--- src/logic/amr_pkg.sv ---
// Purpose: Shared constants and types for the alarm monitor and reset block
// Assumes: Results arrive as one-cycle strobes per channel, 12-bit codes
// Notes:   Temperatures are unsigned whole degrees in the low bits of a result
package amr_pkg;
  localparam int NUM_IN    = 4;
  localparam int NUM_TEMP  = 3;
  localparam int NUM_CH    = 7;
  localparam int RES_W     = 12;
  localparam int CNT_W     = 9;
  localparam int NUM_ALM   = 11;
  localparam logic [2:0]  IN_SEL_RST   = 3'h3;
  localparam logic [1:0]  TEMP_SEL_RST = 2'h2;
  localparam logic [11:0] OVERTEMP_LIM = 12'h096;
  localparam logic [11:0] OVERTEMP_HYS = 12'h008;
  localparam logic [15:0] SPI_RST_KEY  = 16'h6600;
  localparam int SW_RST_US = 30;
  localparam int CLK_MHZ   = 20;
  localparam int SW_RST_CYC = SW_RST_US * CLK_MHZ;

  typedef struct packed {
    logic [RES_W-1:0] high;
    logic [RES_W-1:0] low;
    logic [6:0]       hys;
  } amr_limit_type;

  typedef enum logic {AMR_RUN, AMR_SWRST} amr_state_type;
endpackage

--- src/logic/amr_channel.sv ---
// Purpose: One channel window check with hysteresis and debounce count
// Assumes: Limits are stable while a result strobe is present
// Notes:   Count saturates at 1FFh, above the largest selectable N (256)
`timescale 1ns/10ps
module amr_channel (
  input  wire logic                  clock,
  input  wire logic                  rst,
  input  wire logic                  clr,
  input  wire logic                  valid,
  input  wire logic [11:0]           result,
  input  wire amr_pkg::amr_limit_type lim,
  input  wire logic [8:0]            need,
  input  wire logic                  sticky,
  input  wire logic                  read_clr,
  output logic                       flag
);
  logic [8:0] cnt_reg, cnt_next;
  logic       cond_reg, cond_next;
  logic       flag_next;
  logic       outside, back_in;

  // Window test and hysteresis release
  always_comb begin
    outside = (result > lim.high) || (result < lim.low);
    back_in = ({1'b0, result} + {6'h00, lim.hys} <= {1'b0, lim.high}) &&
              ({1'b0, result} >= {1'b0, lim.low} + {6'h00, lim.hys});
    cnt_next  = cnt_reg;
    cond_next = cond_reg;
    if (valid) begin
      if (!outside) begin
        cnt_next = 9'h000;
      end else if (cnt_reg != 9'h1FF) begin
        cnt_next = cnt_reg + 9'h001;
      end
      if (outside && (cnt_reg + 9'h001 >= need)) begin
        cond_next = 1'b1;
      end else if (cond_reg && back_in) begin
        cond_next = 1'b0;
      end
    end
    if (clr) begin
      cnt_next  = 9'h000;
      cond_next = 1'b0;
    end
    // Sticky: set wins over read clear, resets arrive on read_clr too
    if (sticky) begin
      flag_next = cond_next || (flag && !read_clr);
    end else begin
      flag_next = cond_next;
    end
  end

  // State registers
  always_ff @(posedge clock or posedge rst) begin
    if (rst) begin
      cnt_reg  <= 9'h000;
      cond_reg <= 1'b0;
      flag     <= 1'b0;
    end else begin
      cnt_reg  <= cnt_next;
      cond_reg <= cond_next;
      flag     <= flag_next;
    end
  end
endmodule

--- src/logic/amr_top.sv ---
// Purpose: Alarm supervision, open-drain alarm pin and reset handling
// Assumes: Config inputs come from the register file on this clock
// Notes:   Status bits: 0..3 inputs, 4..9 temp high/low pairs, 10 overtemp
`timescale 1ns/10ps
module amr_top (
  input  wire logic                        clock,
  input  wire logic                        rst,
  input  wire logic                        reset_n_pin,
  input  wire logic [6:0]                  result_valid,
  input  wire logic [6:0][11:0]            result,
  input  wire logic [11:0]                 die_temp,
  input  wire logic                        die_temp_valid,
  input  wire amr_pkg::amr_limit_type [6:0] limits,
  input  wire logic [2:0]                  input_debounce_count_sel,
  input  wire logic                        input_sel_wr,
  input  wire logic [1:0]                  temp_debounce_count_sel,
  input  wire logic                        temp_sel_wr,
  input  wire logic [10:0]                 source_irq_mask_bit,
  input  wire logic                        sticky_mode_off,
  input  wire logic                        status_read,
  input  wire logic                        sw_reset_wr,
  input  wire logic                        sw_reset_spi,
  input  wire logic [15:0]                 sw_reset_data,
  output logic [10:0]                      status_reg,
  output logic                             global_fault_flag,
  output logic                             die_overtemp_flag,
  output logic                             alarm_out,
  output logic                             alarm_oe,
  output logic                             defaults_reg,
  output logic                             host_busy_reg,
  output logic [2:0]                       in_sel_reg,
  output logic [1:0]                       temp_sel_reg
);
  logic                 rpin_s1_reg, rpin_s2_reg;
  amr_pkg::amr_state_type state_reg, state_next;
  logic [9:0]           tmr_reg, tmr_next;
  logic [2:0]           in_sel_next;
  logic [1:0]           temp_sel_next;
  logic                 clr_all, sw_hit, sel_clr_in, sel_clr_t;
  logic                 stat_clr;
  logic [8:0]           need_in, need_t;
  logic [10:0]          flags, enabled;
  logic [11:0]          t_hi_res [3], t_lo_res [3];
  amr_pkg::amr_limit_type t_hi_lim [3], t_lo_lim [3];
  amr_pkg::amr_limit_type ot_lim;
  logic                 alarm_next;

  // Reset pin synchroniser
  always_ff @(posedge clock or posedge rst) begin
    if (rst) begin
      rpin_s1_reg <= 1'b0;
      rpin_s2_reg <= 1'b0;
    end else begin
      rpin_s1_reg <= reset_n_pin;
      rpin_s2_reg <= rpin_s1_reg;
    end
  end

  // Software reset decode and host blocking window
  always_comb begin
    sw_hit     = sw_reset_wr && (!sw_reset_spi || sw_reset_data == amr_pkg::SPI_RST_KEY);
    state_next = state_reg;
    tmr_next   = tmr_reg;
    case (state_reg)
      amr_pkg::AMR_RUN: begin
        if (sw_hit) begin
          state_next = amr_pkg::AMR_SWRST;
          tmr_next   = 10'(amr_pkg::SW_RST_CYC - 1);
        end
      end
      amr_pkg::AMR_SWRST: begin
        if (tmr_reg == 10'h000) begin
          state_next = amr_pkg::AMR_RUN;
        end else begin
          tmr_next = tmr_reg - 10'h001;
        end
      end
      default: state_next = amr_pkg::AMR_RUN;
    endcase
    clr_all = !rpin_s2_reg || sw_hit || (state_reg == amr_pkg::AMR_SWRST);
    // In sticky mode status bits drop only on a read or a reset, never on a select write
    stat_clr = status_read || clr_all;
  end

  // Count select fields and their defaults
  always_comb begin
    in_sel_next   = in_sel_reg;
    temp_sel_next = temp_sel_reg;
    if (clr_all) begin
      in_sel_next   = amr_pkg::IN_SEL_RST;
      temp_sel_next = amr_pkg::TEMP_SEL_RST;
    end else begin
      if (input_sel_wr) in_sel_next = input_debounce_count_sel;
      if (temp_sel_wr) temp_sel_next = temp_debounce_count_sel;
    end
    sel_clr_in = clr_all || input_sel_wr;
    sel_clr_t  = clr_all || temp_sel_wr;
    need_in = (in_sel_reg == 3'h0) ? 9'h001 : 9'(9'h002 << in_sel_reg);
    need_t  = 9'(9'h001 << temp_sel_reg);
  end

  always_ff @(posedge clock or posedge rst) begin
    if (rst) begin
      state_reg     <= amr_pkg::AMR_RUN;
      tmr_reg       <= 10'h000;
      in_sel_reg    <= amr_pkg::IN_SEL_RST;
      temp_sel_reg  <= amr_pkg::TEMP_SEL_RST;
      defaults_reg  <= 1'b1;
      host_busy_reg <= 1'b0;
    end else begin
      state_reg     <= state_next;
      tmr_reg       <= tmr_next;
      in_sel_reg    <= in_sel_next;
      temp_sel_reg  <= temp_sel_next;
      defaults_reg  <= clr_all;
      host_busy_reg <= (state_next == amr_pkg::AMR_SWRST);
    end
  end

  // Analog input channels
  genvar gi;
  generate
    for (gi = 0; gi < amr_pkg::NUM_IN; gi++) begin : g_in
      amr_channel u_ch (
        .clock(clock), .rst(rst), .clr(sel_clr_in), .valid(result_valid[gi]),
        .result(result[gi]), .lim(limits[gi]), .need(need_in),
        .sticky(!sticky_mode_off), .read_clr(stat_clr), .flag(flags[gi])
      );
    end
    // Temperature channels: separate high and low limit monitors
    for (gi = 0; gi < amr_pkg::NUM_TEMP; gi++) begin : g_t
      always_comb begin
        t_hi_res[gi] = result[amr_pkg::NUM_IN+gi];
        t_lo_res[gi] = result[amr_pkg::NUM_IN+gi];
        t_hi_lim[gi] = '{high: limits[amr_pkg::NUM_IN+gi].high, low: 12'h000,
                         hys: {2'h0, limits[amr_pkg::NUM_IN+gi].hys[4:0]}};
        t_lo_lim[gi] = '{high: 12'hFFF, low: limits[amr_pkg::NUM_IN+gi].low,
                         hys: {2'h0, limits[amr_pkg::NUM_IN+gi].hys[4:0]}};
      end
      amr_channel u_hi (
        .clock(clock), .rst(rst), .clr(sel_clr_t), .valid(result_valid[amr_pkg::NUM_IN+gi]),
        .result(t_hi_res[gi]), .lim(t_hi_lim[gi]), .need(need_t),
        .sticky(!sticky_mode_off), .read_clr(stat_clr), .flag(flags[4+2*gi])
      );
      amr_channel u_lo (
        .clock(clock), .rst(rst), .clr(sel_clr_t), .valid(result_valid[amr_pkg::NUM_IN+gi]),
        .result(t_lo_res[gi]), .lim(t_lo_lim[gi]), .need(need_t),
        .sticky(!sticky_mode_off), .read_clr(stat_clr), .flag(flags[5+2*gi])
      );
    end
  endgenerate

  // Die overtemperature with fixed hysteresis, single sample
  always_comb begin
    ot_lim = '{high: amr_pkg::OVERTEMP_LIM, low: 12'h000, hys: amr_pkg::OVERTEMP_HYS[6:0]};
  end
  amr_channel u_ot (
    .clock(clock), .rst(rst), .clr(clr_all), .valid(die_temp_valid),
    .result(die_temp), .lim(ot_lim), .need(9'h001),
    .sticky(!sticky_mode_off), .read_clr(stat_clr), .flag(flags[10])
  );

  // Global flag and open-drain drive
  always_comb begin
    enabled    = flags & source_irq_mask_bit;
    alarm_next = |enabled;
  end

  always_ff @(posedge clock or posedge rst) begin
    if (rst) begin
      status_reg        <= 11'h000;
      global_fault_flag <= 1'b0;
      die_overtemp_flag <= 1'b0;
      alarm_out         <= 1'b0;
      alarm_oe          <= 1'b0;
    end else begin
      status_reg        <= flags;
      global_fault_flag <= |flags;
      die_overtemp_flag <= flags[10];
      alarm_out         <= 1'b0;
      alarm_oe          <= alarm_next;
    end
  end

  AST_PIN_FOLLOWS: assert property (@(posedge clock) disable iff (rst)
    alarm_oe == $past(|(flags & source_irq_mask_bit))) else $error("alarm pin mismatch");
  AST_PIN_LOW: assert property (@(posedge clock) disable iff (rst)
    alarm_out == 1'b0) else $error("alarm drives high");
  AST_GLOBAL_OR: assert property (@(posedge clock) disable iff (rst)
    global_fault_flag == |status_reg) else $error("global flag not OR");
  AST_SW_BLOCK: assert property (@(posedge clock) disable iff (rst)
    $rose(host_busy_reg) |-> host_busy_reg [*8]) else $error("busy too short");
  AST_DEFAULT_SEL: assert property (@(posedge clock) disable iff (rst)
    defaults_reg |-> in_sel_reg == amr_pkg::IN_SEL_RST) else $error("sel not default");
  AST_TEMP_SEL: assert property (@(posedge clock) disable iff (rst)
    defaults_reg |-> temp_sel_reg == amr_pkg::TEMP_SEL_RST) else $error("tsel not default");
  AST_RESET_CLR: assert property (@(posedge clock) disable iff (rst)
    (defaults_reg && $past(defaults_reg)) |=> status_reg == 11'h000) else $error("status kept");
  AST_BAD_KEY: assert property (@(posedge clock) disable iff (rst)
    (sw_reset_wr && sw_reset_spi && sw_reset_data != amr_pkg::SPI_RST_KEY && !host_busy_reg
     && state_reg == amr_pkg::AMR_RUN) |=> !host_busy_reg) else $error("bad key reset");
endmodule

--- config.mk ---
export PLATFORM = sky130hd
export DESIGN_NAME = amr_top
export DESIGN_NICKNAME = d
export VERILOG_FILES = /design/src/logic/amr_pkg.sv /design/src/logic/amr_channel.sv /design/src/logic/amr_top.sv
export SDC_FILE = /design/constraint.sdc
export NUM_CORES = 1
export LEC_CHECK = 0
export BUFFER_PORTS_ARGS = -buffer_cell sky130_fd_sc_hd__buf_4
export CAP_MARGIN = 15
export CORE_MARGIN = 2
export CORE_UTILIZATION = 59
export CTS_CLUSTER_DIAMETER = 60
export CTS_CLUSTER_SIZE = 25
export DETAILED_ROUTE_END_ITERATION = 10
export GPL_ROUTABILITY_DRIVEN = 0
export PLACE_DENSITY = 0.93
export SLEW_MARGIN = 20
export SYNTH_ARGS = -nofsm -noshare
export SYNTH_HDL_FRONTEND = slang
export SYNTH_SLANG_ARGS = --single-unit
--- constraint.sdc ---
create_clock -name clock -period 6.1 [get_ports clock]
set_input_delay 1.22 -clock clock [delete_from_list [all_inputs] [get_ports clock]]
set_output_delay 1.22 -clock clock [all_outputs]
set_load 0.05 [all_outputs]
==> flow_metrics.tcl <==
set metrics [dict create \
    report.final.slew_viol_count 0 \
    vias 22000 \
    clk_latency_ns 0.44 \
    fin_hold_ws_ns 0.368 \
    post_cts_buffers 0 \
    ios 384 \
    grtUsageTotal_pct 31.6 \
    grt_max_degree 115 \
    cts-root-buf "clkbuf_16" \
    dr_wl_met2_um 31600 \
    area_growth_pct 18.1 \
    fillers 2643 \
    post-route-worst-setup-slack_ns 1.60 \
    grt_overflow_total 0 \
    first_global_vias 22400 \
    rsz0062_at_grt "false" \
    row_count 70 \
    critPathKind "input pin to register" \
    synthArstFlopShare_pct 100 \
    cts.clk_slew.worst_paths_ns 0.06 \
    clockBufferDepth 2 \
    synth_edf_count 0 \
    placed_cells 3475 \
    drt_iter0_markers 1251 \
    setup_viol 0 \
    place_ws_ns 1.37 \
    ys_seq_area_share_pct 17.4 \
    fmax_mhz 222 \
    ant_nets 0 \
    final_cells 3507 \
    nNetsFinal 3915 \
    crit_slowest_cell "o41ai_1" \
    portBuffers 376 \
    cts_tree "built" \
    power_density_nw_per_um2 140 \
    synth_fp_nets 3543 \
    irDropWorstVdd_v 0.000135 \
    top_layer_used "met4" \
    hold_buffers 0 \
    outcome "finished, final reports clean" \
    syn_area_um2 22000 \
    ys_ff_latch 153 \
    grt_pass1_wl_um 103000 \
    clock_sinks 153 \
    die_height_um 197 \
    design_area_um2 26000 \
    drive_gt1_share_pct 15.1 \
    wirelength_um 62900 \
    fin_crit_ns 4.50 \
    cp.depth 16 \
    hold_viol 0 \
    p_leak_nw 13.3 \
    cp-start-kind "input pin" \
    initial_core_util_pct 60.0 \
    required_ns 6.42 \
    crit_family "compound AO/OA/AOI/OAI gates" \
    largest_reg_flops 36 \
    finalCritPeriodShare_pct 73.7 \
    worst_clock_skew_ns 0.0116 \
    slew_headroom_pct 34.4 \
    max_stage_delay_ns 0.73 \
    fin_tns_setup_ns 0 \
    synthFlopType "dfrtp_1" \
    viasPerCell 6.26 \
    firstDrtPassIters 5 \
    placed_area_um2 25400 \
    syn_area_per_cell_um2 8.30 \
    hpwl_um 51500 \
    path_buf_inv 1 \
    wl_met1_um 24900 \
    hold_path.class "register to register" \
    htreeDepth 4 \
    cp_max_fo 5 \
    cts.repair.resized 0 \
    synthCells 2654 \
    holdPathStages 0 \
    crit_chain "buf_4 > ha_1 > a21o_1 > a21oi_1 > nor2b_1 > o21a_1 > o41ai_1 > nor2_1 > xor2_1 > ha_1 > or3_1 > a221oi_1 > a211oi_1 > a21oi_1 > a41oi_1 > a21o_1" \
    die_x_um 197 \
    grt_antenna_before_repair 0 \
    wl_met3_um 3720 \
    end_kind "register" \
    routedWlPerCell_um 17.9 \
    n_antenna_cell 0 \
    crit_arrival_ns 4.82 \
    die_area_um2 38900 \
    drc 0 \
    yosys_warnings 0 \
    reg2reg_depth 9 \
    cts_buffers 17 \
    ys_types 81 \
    core_area_um2 36700 \
    cap_viol_max_count 0 \
    tightest_slew_ns 0.981 \
]
logic make-up after synthesis:
group           after synthesis  synth area share, %
buf+inv                     307                 5.35
mux                          12                0.568
xor+xnor                    174                 6.92
other cells                   1               0.0170
compound gates              699                 21.0
fa+ha+maj                   527                 30.4
simple gates                781                 18.3
flops                       153                 17.4
per-stage QoR:
step,util (%),power (W)
2_1_floorplan,-,0.00194
3_3_place_gp,69.1,0.00235
3_5_place_dp,69.1,0.00246
4_1_cts,70.9,0.00362
5_1_grt,70.9,0.00385
6_report,70.9,0.00363
cell usage after synthesis (27+ instances only):
cell      number  area, µm²
nand2_1      163        612
a21oi_1      168        841
xnor2_1      115       1010
nor4_1        27        169
nor3_1        55        275
o211ai_1      40        300
ha_1         513       6420
nor2b_1       60        375
dfrtp_1      149       3730
nor2_1       163        612
and3_1        41        257
nand4_1       60        375
o21ai_0      160        801
o21a_1        32        240
xor2_1        59        517
inv_1        277       1040
nand3_1       76        380
a21o_1        61        458
nand2b_1      44        275
worst reg2reg max path, stage by stage (launching register included):
cell and delay [ns]:
dfrtp_1 0.45, nor2_1 0.77, ha_1 0.39, nand2b_1 0.17, a21o_1 0.19, a21o_1 0.17, a221oi_1 0.48, nor2_1 0.08
a22o_1 0.19, a21o_1 0.15
final cells by class:
cell class	instances	area [µm²]	share of cell area (%)
flip-flops and latches	153	3830	14.7
repair buffers	382	2870	11.0
clock buffers	22	474	1.82
well taps	468	586	2.25
clock inverters	10	166	0.640
inverters	278	1050	4.04
multi-input cells	2194	17000	65.5
report_power, final:
| group | internal, W | total, W | leakage [nW] | switching (W) |
|---|---|---|---|---|
| Sequential | 0.00102 | 0.00103 | 2.08 | 0.00000857 |
| Combinational | 0.000660 | 0.00143 | 10.9 | 0.000774 |
| Clock | 0.000720 | 0.00116 | 0.307 | 0.000443 |
| Total | 0.00240 | 0.00363 | 13.3 | 0.00123 |
final timing paths:
path / from / endpoint / slack (ns)
worst max-delay path: result[37] / g_in[3].u_ch.flag / 1.60
worst min-delay path: rpin_s1_reg / rpin_s2_reg / 0.37
worst max register to register: temp_sel_reg[0] / g_t[2].u_hi.flag / 2.96
worst min register to register: rpin_s1_reg / rpin_s2_reg / 0.37
max in group asynchronous: rst / in_sel_reg[1] / 4.05
min in group asynchronous: rst / status_reg[0] / 0.92
placed cells by master, fill, tap and decap left out, drive strengths merged, types with 16 or more instances in the layout:
master and n:
ha 513, buf 382, inv 279, a21oi 168
nand2 163, nor2 163, o21ai 163, dfrtp 149
xnor2 115, nand3 76, a21o 61, nand4 60
nor2b 60, xor2 59, nor3 55, nand2b 44
and3 41, o211ai 40, o21a 32, nor4 28
o31ai 26, a211oi 25, a22o 22, clkbuf 22
a32o 16, or2 16, a31oi 16
per-layer routing:
layer,GRT usage (%),vias up
li1,-,10500
met5,0,-
met3,3.76,223
met1,37.0,10300
met2,57.2,931
met4,15.5,0
No activity file was read; power rests on OpenSTA's default activity.
